### config.mk
export PLATFORM = sky130hd
export DESIGN_NAME = pmr_result_scaling
export DESIGN_NICKNAME = d
export VERILOG_FILES = /design/src/pmr_pkg.sv /design/src/pmr_result_scaling.sv
export SDC_FILE = /design/constraint.sdc
export NUM_CORES = 2
export LEC_CHECK = 0
export BUFFER_PORTS_ARGS = -buffer_cell sky130_fd_sc_hd__buf_2
export CAP_MARGIN = 40
export CORE_ASPECT_RATIO = 0.7
export CORE_MARGIN = 2
export CORE_UTILIZATION = 45
export DETAILED_ROUTE_END_ITERATION = 6
export GPL_TIMING_DRIVEN = 0
export PLACE_DENSITY = 0.64
export SLEW_MARGIN = 25
export SYNTH_ARGS = -nofsm -noshare
export SYNTH_HDL_FRONTEND = slang
export SYNTH_SLANG_ARGS = --single-unit
### constraint.sdc
create_clock -name sys_clk -period 13.7 [get_ports sys_clk]
set_input_delay 0 -clock sys_clk [delete_from_list [all_inputs] [get_ports sys_clk]]
set_output_delay 0 -clock sys_clk [all_outputs]
set_load 0.03 [all_outputs]
### src/pmr_pkg.sv
// Constants, register map and field layout of the power monitor result scaling block.
// Assumes one 250 MHz clock and an APB master with 32-bit data and byte addresses.
// What this block does
// - Shunt weight follows range select bit.
// - Shunt result is 16-bit signed.
// - Bus result 16-bit, never negative, 85 V.
// - Temperature result 12-bit signed, 125 mC.
// - Current recomputed after each shunt result.
// - Zero calibration gives zero current.
// - Current scaling uses fixed internal constant.
// - Power result is 24-bit unsigned.
// - Eight conversion times, 50 us shortest.
// - Output period is conversion time times count.
package pmr_pkg;

  localparam int unsigned CLK_FREQ_MHZ = 250;
  localparam int unsigned CONV_MIN_US = 50;
  localparam int unsigned CONV_US [8] = '{50, 84, 150, 280, 540, 1052, 2074, 4120};
  localparam int unsigned AVG_SHIFT [8] = '{0, 2, 4, 6, 7, 8, 9, 10};

  localparam int unsigned ADDR_W = 8;
  localparam logic [7:0] OFS_CONFIG = 8'h00;
  localparam logic [7:0] OFS_SHUNT_CAL = 8'h04;
  localparam logic [7:0] OFS_SHUNT_V = 8'h08;
  localparam logic [7:0] OFS_BUS_V = 8'h0c;
  localparam logic [7:0] OFS_DIE_TEMP = 8'h10;
  localparam logic [7:0] OFS_CURRENT = 8'h14;
  localparam logic [7:0] OFS_POWER = 8'h18;
  localparam logic [7:0] OFS_STATUS = 8'h1c;

  localparam int unsigned CFG_W = 8;
  localparam int unsigned CFG_RANGE_BIT = 0;
  localparam int unsigned CFG_CT_LSB = 1;
  localparam int unsigned CFG_AVG_LSB = 4;
  localparam int unsigned CFG_EN_BIT = 7;
  localparam logic [7:0] CFG_RESET = 8'h8a;
  localparam int unsigned STAT_NEW_BIT = 0;
  localparam int unsigned STAT_EN_BIT = 1;

  localparam int unsigned RAW_SHUNT_W = 18;
  localparam int unsigned RAW_BUS_W = 16;
  localparam int unsigned TEMP_W = 12;
  localparam int unsigned TEMP_LSB = 4;
  localparam int unsigned CAL_W = 15;
  localparam int unsigned PWR_W = 24;
  localparam int unsigned RANGE0_SHIFT = 2;
  localparam logic [15:0] BUS_MAX = 16'h6a40;
  localparam int unsigned CUR_SHIFT = 11;
  localparam int unsigned PWR_SHIFT = 8;

endpackage : pmr_pkg

### src/pmr_result_scaling.sv
// Result formatting, averaging, current and power calculation behind an APB register file.
// Assumes the ADC front end delivers raw codes on sys_clk, valid at each conversion tick.
//
// The APB register port and the register addresses were decided locally.
`timescale 1ns/1ps
module pmr_result_scaling
  import pmr_pkg::*;
#(
  parameter int unsigned CLK_PER_US = CLK_FREQ_MHZ
) (
  input wire logic sys_clk,
  input wire logic sys_rst,
  input wire logic psel,
  input wire logic penable,
  input wire logic pwrite,
  input wire logic [ADDR_W-1:0] paddr,
  input wire logic [31:0] pwdata,
  output logic [31:0] prdata,
  output logic pready,
  output logic pslverr,
  input wire logic signed [RAW_SHUNT_W-1:0] adc_shunt_raw,
  input wire logic signed [RAW_BUS_W-1:0] adc_bus_raw,
  input wire logic signed [TEMP_W-1:0] adc_temp_raw,
  output logic conv_tick
);

  function automatic logic signed [15:0] pmr_sat16(input logic signed [39:0] x);
    if (x > 40'sh0000007fff) begin
      return 16'sh7fff;
    end else if (x < -40'sh0000008000) begin
      return 16'sh8000;
    end
    return x[15:0];
  endfunction : pmr_sat16

  logic [31:0] prdata_reg;
  logic pready_reg;
  logic pslverr_reg;
  logic conv_tick_reg;
  logic [CFG_W-1:0] cfg_reg;
  logic [CAL_W-1:0] cal_reg;
  logic [1:0] status_reg;
  logic signed [15:0] shunt_res_reg;
  logic [15:0] bus_res_reg;
  logic [15:0] temp_res_reg;
  logic signed [15:0] cur_reg;
  logic [PWR_W-1:0] pwr_reg;
  logic res_upd_reg;
  logic cur_upd_reg;
  logic pwr_upd_reg;
  logic [31:0] conv_cnt_reg;
  logic [10:0] samp_cnt_reg;
  logic signed [27:0] sh_acc_reg;
  logic signed [25:0] bs_acc_reg;
  logic signed [21:0] tp_acc_reg;

  assign prdata = prdata_reg;
  assign pready = pready_reg;
  assign pslverr = pslverr_reg;
  assign conv_tick = conv_tick_reg;

  logic access;
  logic wr_fire;
  logic rd_fire;
  logic cfg_wr;
  logic addr_hit;
  logic [31:0] rd_data;
  logic enabled;
  logic range_sel;
  logic [2:0] ct_sel;
  logic [2:0] avg_sel;
  logic [31:0] conv_cyc;
  logic [10:0] avg_last;
  logic last;
  logic signed [27:0] sh_sum;
  logic signed [25:0] bs_sum;
  logic signed [21:0] tp_sum;
  logic signed [27:0] sh_avg;
  logic signed [25:0] bs_avg;
  logic signed [21:0] tp_avg;
  logic signed [39:0] cur_prod;
  logic [16:0] cur_mag;
  logic [32:0] pwr_prod;

  assign access = psel && penable && !pready_reg;
  assign wr_fire = psel && penable && pready_reg && pwrite;
  assign rd_fire = psel && penable && pready_reg && !pwrite;
  assign cfg_wr = wr_fire && (paddr == OFS_CONFIG);
  assign enabled = cfg_reg[CFG_EN_BIT];
  assign range_sel = cfg_reg[CFG_RANGE_BIT];
  assign ct_sel = cfg_reg[CFG_CT_LSB +: 3];
  assign avg_sel = cfg_reg[CFG_AVG_LSB +: 3];
  assign conv_cyc = CONV_US[ct_sel] * CLK_PER_US;
  assign avg_last = 11'((32'd1 << AVG_SHIFT[avg_sel]) - 32'd1);
  assign last = samp_cnt_reg >= avg_last;
  assign sh_sum = sh_acc_reg + 28'(adc_shunt_raw);
  assign bs_sum = bs_acc_reg + 26'(adc_bus_raw);
  assign tp_sum = tp_acc_reg + 22'(adc_temp_raw);
  assign sh_avg = sh_sum >>> AVG_SHIFT[avg_sel];
  assign bs_avg = bs_sum >>> AVG_SHIFT[avg_sel];
  assign tp_avg = tp_sum >>> AVG_SHIFT[avg_sel];
  // The fixed 819.2e6 scaling and the shunt LSB fold into one right shift of the product.
  assign cur_prod = (40'(shunt_res_reg) * 40'(signed'({1'b0, cal_reg}))) >>> CUR_SHIFT;
  assign cur_mag = cur_reg[15] ? 17'(-18'(cur_reg)) : 17'(cur_reg);
  assign pwr_prod = (33'(cur_mag) * 33'(bus_res_reg)) >> PWR_SHIFT;

  always_comb begin
    addr_hit = 1'b1;
    rd_data = '0;
    unique case (paddr)
      OFS_CONFIG: rd_data = 32'(cfg_reg);
      OFS_SHUNT_CAL: rd_data = 32'(cal_reg);
      OFS_SHUNT_V: rd_data = 32'(unsigned'(shunt_res_reg));
      OFS_BUS_V: rd_data = 32'(bus_res_reg);
      OFS_DIE_TEMP: rd_data = 32'(temp_res_reg);
      OFS_CURRENT: rd_data = 32'(unsigned'(cur_reg));
      OFS_POWER: rd_data = 32'(pwr_reg);
      OFS_STATUS: rd_data = 32'(status_reg);
      default: addr_hit = 1'b0;
    endcase
  end

  // One wait state: pready rises in the second access cycle, read data is latched with it.
  always_ff @(posedge sys_clk) begin
    if (sys_rst) begin
      pready_reg <= 1'b0;
      prdata_reg <= '0;
      pslverr_reg <= 1'b0;
    end else begin
      pready_reg <= access;
      if (access) begin
        prdata_reg <= pwrite ? 32'h0000_0000 : rd_data;
        pslverr_reg <= !addr_hit;
      end
    end
  end

  always_ff @(posedge sys_clk) begin
    if (sys_rst) begin
      cfg_reg <= CFG_RESET;
      cal_reg <= '0;
    end else if (wr_fire) begin
      if (paddr == OFS_CONFIG) begin
        cfg_reg <= pwdata[CFG_W-1:0];
      end
      if (paddr == OFS_SHUNT_CAL) begin
        cal_reg <= pwdata[CAL_W-1:0];
      end
    end
  end

  // Only the bit value that was reported is cleared, so a result landing between the
  // data latch and the completing edge stays flagged; a fresh set also wins outright.
  always_ff @(posedge sys_clk) begin
    if (sys_rst) begin
      status_reg <= '0;
    end else begin
      status_reg[STAT_EN_BIT] <= enabled;
      if (pwr_upd_reg) begin
        status_reg[STAT_NEW_BIT] <= 1'b1;
      end else if (rd_fire && paddr == OFS_STATUS && prdata_reg[STAT_NEW_BIT]) begin
        status_reg[STAT_NEW_BIT] <= 1'b0;
      end
    end
  end

  // A configuration write restarts the conversion period and the averaging window.
  always_ff @(posedge sys_clk) begin
    if (sys_rst || !enabled || cfg_wr) begin
      conv_cnt_reg <= '0;
      conv_tick_reg <= 1'b0;
    end else begin
      conv_tick_reg <= conv_cnt_reg == 32'd0;
      conv_cnt_reg <= (conv_cnt_reg == 32'd0) ? conv_cyc - 32'd1 : conv_cnt_reg - 32'd1;
    end
  end

  always_ff @(posedge sys_clk) begin
    if (sys_rst || !enabled || cfg_wr) begin
      samp_cnt_reg <= '0;
      sh_acc_reg <= '0;
      bs_acc_reg <= '0;
      tp_acc_reg <= '0;
    end else if (conv_tick_reg) begin
      samp_cnt_reg <= last ? 11'h0 : samp_cnt_reg + 11'h1;
      sh_acc_reg <= last ? 28'sh0000000 : sh_sum;
      bs_acc_reg <= last ? 26'sh0 : bs_sum;
      tp_acc_reg <= last ? 22'sh0 : tp_sum;
    end
  end

  // All three measured results load on the same edge from the finished average.
  always_ff @(posedge sys_clk) begin
    if (sys_rst) begin
      shunt_res_reg <= '0;
      bus_res_reg <= '0;
      temp_res_reg <= '0;
      res_upd_reg <= 1'b0;
    end else begin
      res_upd_reg <= conv_tick_reg && last && enabled && !cfg_wr;
      if (conv_tick_reg && last && enabled && !cfg_wr) begin
        shunt_res_reg <= range_sel ? pmr_sat16(40'(sh_avg))
                                   : pmr_sat16(40'(sh_avg >>> RANGE0_SHIFT));
        if (bs_avg < 26'sh0) begin
          bus_res_reg <= 16'h0000;
        end else if (bs_avg > 26'(BUS_MAX)) begin
          bus_res_reg <= BUS_MAX;
        end else begin
          bus_res_reg <= bs_avg[15:0];
        end
        temp_res_reg <= {tp_avg[TEMP_W-1:0], 4'h0};
      end
    end
  end

  always_ff @(posedge sys_clk) begin
    if (sys_rst) begin
      cur_reg <= '0;
      cur_upd_reg <= 1'b0;
    end else begin
      cur_upd_reg <= res_upd_reg;
      if (res_upd_reg) begin
        cur_reg <= (cal_reg == '0) ? 16'sh0000 : pmr_sat16(cur_prod);
      end
    end
  end

  always_ff @(posedge sys_clk) begin
    if (sys_rst) begin
      pwr_reg <= '0;
      pwr_upd_reg <= 1'b0;
    end else begin
      pwr_upd_reg <= cur_upd_reg;
      if (cur_upd_reg) begin
        pwr_reg <= (pwr_prod > 33'h0ff_ffff) ? 24'hff_ffff : pwr_prod[PWR_W-1:0];
      end
    end
  end

  // Helper counters read only by the checks below.
  // The window counter times whole averaging windows in cycles, so a wrong sample
  // count shows up as a wrong output period rather than agreeing with itself.
  logic [31:0] gap_cnt_reg;
  logic gap_ok_reg;
  logic [31:0] win_cnt_reg;
  logic win_ok_reg;
  always_ff @(posedge sys_clk) begin
    if (sys_rst || !enabled || cfg_wr) begin
      gap_cnt_reg <= '0;
      gap_ok_reg <= 1'b0;
      win_cnt_reg <= '0;
      win_ok_reg <= 1'b0;
    end else begin
      gap_cnt_reg <= conv_tick_reg ? 32'd0 : gap_cnt_reg + 32'd1;
      win_cnt_reg <= (conv_tick_reg && last) ? 32'd0 : win_cnt_reg + 32'd1;
      if (conv_tick_reg) begin
        gap_ok_reg <= 1'b1;
      end
      if (conv_tick_reg && last) begin
        win_ok_reg <= 1'b1;
      end
    end
  end
endmodule : pmr_result_scaling

======== After elaboration in Yosys (flattened, before gate mapping) ========
Memory sizes are Yosys's and may differ from the RTL's.
Cells that the tools add are included.
storage, ports and cells
  bits in registers ....................... 266
  latch bits .............................. 0
  RAM bits ................................ 0
  ROM bits ................................ 512
  output and inout port bits .............. 35
  word-level logic and storage cells ...... 125
  memories ................................ 2
memories
  name             depth  width  read ports  clocked after memory_dff  wr ports  line                       text
  (no name shown)  8      32     1           0                         0         pmr_result_scaling.sv:101  assign tp_avg = tp_sum >>> AVG_SHIFT[avg_sel];
  (no name shown)  8      32     1           0                         0         pmr_result_scaling.sv:93   assign conv_cyc = CONV_US[ct_sel] * CLK_PER_US;
cells by class
  $add $sub $neg .......................... 8
  $mul .................................... 3
  div/mod/pow operators ................... 0
  order comparisons ....................... 12
  eq/ne operators ......................... 7
  shifts and indexed selects .............. 4
  multiplexer cells ....................... 41
  bitwise gates (word level) .............. 2
  reductions and logical operators ........ 25
operators by type and width
  kind                     count
  $mux W16                 13
  $mux W32                 6
  $pmux W24 S8             1
  $sub A32 B1 Y32 const B  2
  $mul A17 B16 Y33         1
  $eq A8 B5 Y1 const B     4
  $logic_not A32 Y1        1
  $mul A16 B16 Y32         1
  $mul A32 B7 Y31 const B  1
  $shl A1 B32 Y11 const A  1
  $sshr A22 B32 Y12        1
  $sshr A26 B32 Y26        1
  $sshr A28 B32 Y28        1
  $add A28 B18 Y28         1
  $gt A28 B16 Y1 const B   1
  $lt A28 B16 Y1 const B   1
  $mux W28                 1
  $add A26 B16 Y26         1
  $gt A26 B15 Y1 const B   1
  $gt A26 B16 Y1 const B   1
  $lt A26 B1 Y1 const B    1
  $lt A26 B16 Y1 const B   1
  $mux W26                 1
  $gt A25 B24 Y1 const B   1
  24 further kinds         57

======== Depth between registers and ports, before layout ========
  word-level depth ........................ 14
  gate-level depth with buffers ........... 37

======== Least setup slack after synthesis ========
OpenSTA, ideal clock, no wires.
  path kind ............................... flip-flop to flip-flop
  start point ............................. register cur_reg[3]
  end point ............................... register pwr_reg[10]
  setup time .............................. 0.134 ns
  arrival time ............................ 8.657 ns
  required time ........................... 13.566 ns
  path slack .............................. 4.909 ns
  stages on the path, launching flop included .. 35
  path buffers ............................ 4
  period minus slack after synthesis ...... 8.791 ns
  cells stage by stage .................... dfxtp_1 clkbuf_1 or4_1 nor4_1 nand2b_1 or2_2 o21ai_0 xnor2_1 clkbuf_1 nand2_1 fa_1 fa_1 fa_1 inv_1 fa_1 fa_1 inv_1 fa_1 inv_1 ha_1 and3_1 a221o_1 or4_1 a41oi_1 nor2b_1 a21oi_1 a21oi_1 and2_1 a311o_1 a21oi_1 xor2_1 and2_1 clkbuf_1 buf_2 a211oi_1
on the way
  longest elaborated chain between the ends .. 5
RTL lines
  element                 line                       text
  start, declared         pmr_result_scaling.sv:46   logic signed [15:0] cur_reg;
  start signal, assigned  pmr_result_scaling.sv:223  cur_reg <= (cal_reg == '0) ? 16'sh0000 : pmr_sat16(cur_prod);
  $neg A16 Y17            pmr_result_scaling.sv:104  assign cur_mag = cur_reg[15] ? 17'(-18'(cur_reg)) : 17'(cur_reg);
  $mux W17 *              pmr_result_scaling.sv:104
  $mul A17 B16 Y33 *      pmr_result_scaling.sv:105  assign pwr_prod = (33'(cur_mag) * 33'(bus_res_reg)) >> PWR_SHIFT;
  $gt A25 B24 Y1          pmr_result_scaling.sv:235  pwr_reg <= (pwr_prod > 33'h0ff_ffff) ? 24'hff_ffff : pwr_prod[PWR_W-1:0];
  $mux W24 *              pmr_result_scaling.sv:235
  end signal, assigned    pmr_result_scaling.sv:235
  end, declared           pmr_result_scaling.sv:47   logic [PWR_W-1:0] pwr_reg;
Every way passes the cells marked *; elsewhere a longest branch is shown, timed or not.
A chain may end at the register's enable or synchronous reset.

======== Worst setup path in the final report ========
  start point ............................. register cur_reg[0]
  end point ............................... register pwr_reg[16]
Same word-level chain as after synthesis.

==> results.txt <==
* Run status: complete, but fails checks
* Failing checks: DRC
* GRT Overall Usage: 0.298
- Final hold analysis gives a worst-case slack of 38.9 ps.
* Floorplan row count: between 80 and 90
* Die height: 249 um
- Leakage dissipation: approximately 20 nW
* Crit path top cell by count: sky130_fd_sc_hd__fa_1
- For this run, design rule violations remaining after detail routing come to 5.
* Post-synthesis instance area: 38700 um^2
* Max Fclk: 0.0883 GHz
- Sink Count: 258
* Drt total wl: between 100000 and 150000 um
- Highest ir drop seen on vdd: 0.0936 mV
* Number of distinct library cells after synthesis: roughly 110
- Post-synthesis cell count: around 4700
- Standard cell area after detailed placement: 40900 um^2
- Initial core utilization: 0.457
* Antenna Nets Post-Route: 0
- Worst relative slew slack: 0.364
- Counting the buffers created by CTS gives 34.
* Slowest cell on crit path: sky130_fd_sc_hd__clkbuf_1
* Dpl hpwl: between 100000 and 150000 um
- Global routing finished with a remaining overflow of 0.
- Die Outline Area: about 88000 um^2
* Critical Path Source Type: flop
* Wire length of the first global-routing pass: between 200000 and 250000 um
- The critical path in this run is classified as reg2reg.
- The tool flagged a number of max-cap violations equal to 0.
- Area fraction of the dominant cell type after synthesis: 0.246
- For the pin with the worst max-slew slack, the measured transition is 954 ps.
- Once the clock tree was built, the setup fixing pass inserted 0 buffers.
- Area of all placed cells without fillers: between 40000 and 50000 um^2
- The number of global-route vias before repair came to between 30000 and 40000.
* Cell family contributing the most delay on the critical path: adder cells
- The number of gates resized after CTS was 0.
- PortBufs: between 90 and 100
- Die width: 355 um
* Bufs and invs on worst path: 9
* Post-synth EDFFs: 0
* Avg Cell Area, Syn: between 8 and 9 um^2
- Yosys warning total: 0
- Of the cells placed in the final design, the portion with a size suffix greater than 1 is 0.0626.
- For this run, the register share of the synthesized area comes to 0.133.
* Initial antenna violation count: 13
- TritonCTS built the clock tree.
- In the routed layout, each cell is associated on average with a via count of a little under 6.
* Final Hold Fails: 0
* Number of pins with negative max-slew slack in the final report: 0
- The synthesized design contains 258 register bits.
- Highest cell delay on the worst timing path: 650 ps
- Worst Hold Class: in2reg
- Most common library cell in the layout ignoring fill and taps: sky130_fd_sc_hd__inv_1
- Clock-pin slew was measured on the worst setup and hold paths at approximately 70 ps.
- Final cycle utilization of the critical path: 0.826
- For this block, the initial DRC count from the detailed router was approximately 3800.
- Pin count of the biggest net entering global routing: 14
- In this run, post-CTS hold repair placed 26 buffers.
* Async set-reset flop share out of synthesis: 0
- Along the worst path, the maximum fanout reaches 10.
- Setup repair after global routing left no endpoint under its margin.
- Routability congestion estimate from global placement: 0.981
- Required time reported for the critical path endpoint: ~14000 ps
- CP endpoint kind: flop
* # H-tree levels: 2
* Setup violators final: 0
- Core area: roughly 85000 um^2
* Most used cells in the layout excluding fill and tap cells: sky130_fd_sc_hd__inv_1, sky130_fd_sc_hd__nand2_1, sky130_fd_sc_hd__fa_1, sky130_fd_sc_hd__ha_1, sky130_fd_sc_hd__nor2_1
- Across the routed clock network, the largest skew measured is about 42 ps.
- The area growth from synthesis to layout is 9.60%.
- In this run the clock root is driven by a sky130_fd_sc_hd__clkbuf_16.
* Latest clock arrival within the worst-skew pair: around 580 ps
* Number of top-level pins: approximately 130
- Total power draw: roughly 2.6 mW
* Signal arrival time at the worst endpoint: approximately 12000 ps
* Setup TNS after final layout: 0 ps
- Flip-flop count of the largest register, all copies and words added: 32
- Time the final worst path needs with I/O delays and setup: 11320 ps
- Leading register cell type out of synthesis: sky130_fd_sc_hd__dfxtp_1
- The first TritonRoute pass finished after 7 iterations.
* Pwr Density: just over 60 nW/um^2
- Of all cell types, the one taking the most synthesized area is sky130_fd_sc_hd__fa_1.
- After synthesis, the cell types taking the most area are sky130_fd_sc_hd__fa_1, sky130_fd_sc_hd__dfxtp_1, sky130_fd_sc_hd__ha_1.
- The clock passes through at most 3 buffers.
* Average wire per standard cell: ~22 um
- The routed layout has around 36000 vias.
- Net count of the finished layout: approximately 6000
[layout make-up]
type                       count  area (um^2)
fill                        8227        42300
multi-input combinational   3639        30300
sequential                   258         5160
inverter                     611         2290
tap                         1137         1420
buffer                       265         1070
timing repair buffer         156         1030
clock buffer                  41          897
clock inverter                16          221
antenna                        7         17.5
[synthesized netlist by cell type, drive strengths merged, types with 8 or more instances]
| cell type | n |
|---|---|
| o21ai | 153 |
| mux2 | 11 |
| a21o | 53 |
| a211oi | 76 |
| nor3b | 8 |
| a41oi | 11 |
| a211o | 15 |
| o211ai | 53 |
| nand2b | 27 |
| buf | 48 |
| a21oi | 260 |
| a22oi | 81 |
| a22o | 31 |
| mux2i | 47 |
| nand2 | 572 |
| or4 | 14 |
| nand3 | 139 |
| and3 | 29 |
| and2 | 258 |
| a221oi | 26 |
| o41ai | 8 |
| o31ai | 16 |
| xor2 | 68 |
| nor2b | 30 |
| nor4 | 32 |
| a21boi | 11 |
| nand4 | 22 |
| clkbuf | 217 |
| ha | 323 |
| xnor2 | 114 |
| o21bai | 11 |
| nor2 | 291 |
| nor3 | 91 |
| a31oi | 23 |
| dfxtp | 258 |
| or3 | 36 |
| o21a | 35 |
| inv | 610 |
| or2 | 29 |
| fa | 476 |
| o221ai | 17 |
| o211a | 10 |
[logic make-up (layout without fill, tap and decap cells)]
logic type / Yosys count / count (layout) / synth area share
AOI/OAI and AO/OA: 970 / 970 / 0.172
xor gates and xnor gates: 182 / 182 / 0.0412
adders and majority gates: 799 / 799 / 0.350
buffers and inverters: 876 / 1089 / 0.0868
DFF: 258 / 258 / 0.133
muxes: 59 / 59 / 0.0160
other: 2 / 33 / 0.000194
and+or+nand+nor: 1603 / 1603 / 0.200
[worst paths after layout]
kind / startpoint / to / slack, ps / depth (start not counted)
hold / removal: adc_shunt_raw[1] / sh_acc_reg[1] / 40 / 4
hold reg to reg: pwr_upd_reg / status_reg[0] / 450 / 2
setup / recovery: cur_reg[0] / pwr_reg[16] / 2380 / 36
setup reg to reg: cur_reg[0] / pwr_reg[16] / 2380 / 36
[where the power goes]
part,internal [mW],total (mW),switching (mW)
Combinational,0.279,0.782,0.503
Clock,0.533,0.926,0.393
Sequential,0.811,0.881,0.0702
Total,1.62,2.59,0.966
[tightest hold or removal path, stage by stage]
cell                      delay [ps]
sky130_fd_sc_hd__buf_2           130
sky130_fd_sc_hd__fa_1            220
sky130_fd_sc_hd__nand3_1          80
sky130_fd_sc_hd__a21oi_1         140
[routing by layer]
| layer | up-vias | part of all wire | track usage |
|---|---|---|---|
| met5 | - | 0.00054 | 0 |
| met4 | 10 | 0.025 | 0.0591 |
| met3 | 240 | 0.13 | 0.0978 |
| met2 | 1718 | 0.39 | 0.404 |
| met1 | 17232 | 0.46 | 0.453 |
| li1 | 16349 | - | - |
[stage by stage]
step,setup slack [ps],utilization,instances
global route,1870,0.501,6127
global placement,2300,0.481,6008
detailed placement,2430,0.482,6020
floorplan,4910,-,4773
CTS,2390,0.499,6103
finish,2380,0.501,6130
No activity file was read; power rests on OpenSTA's default activity.
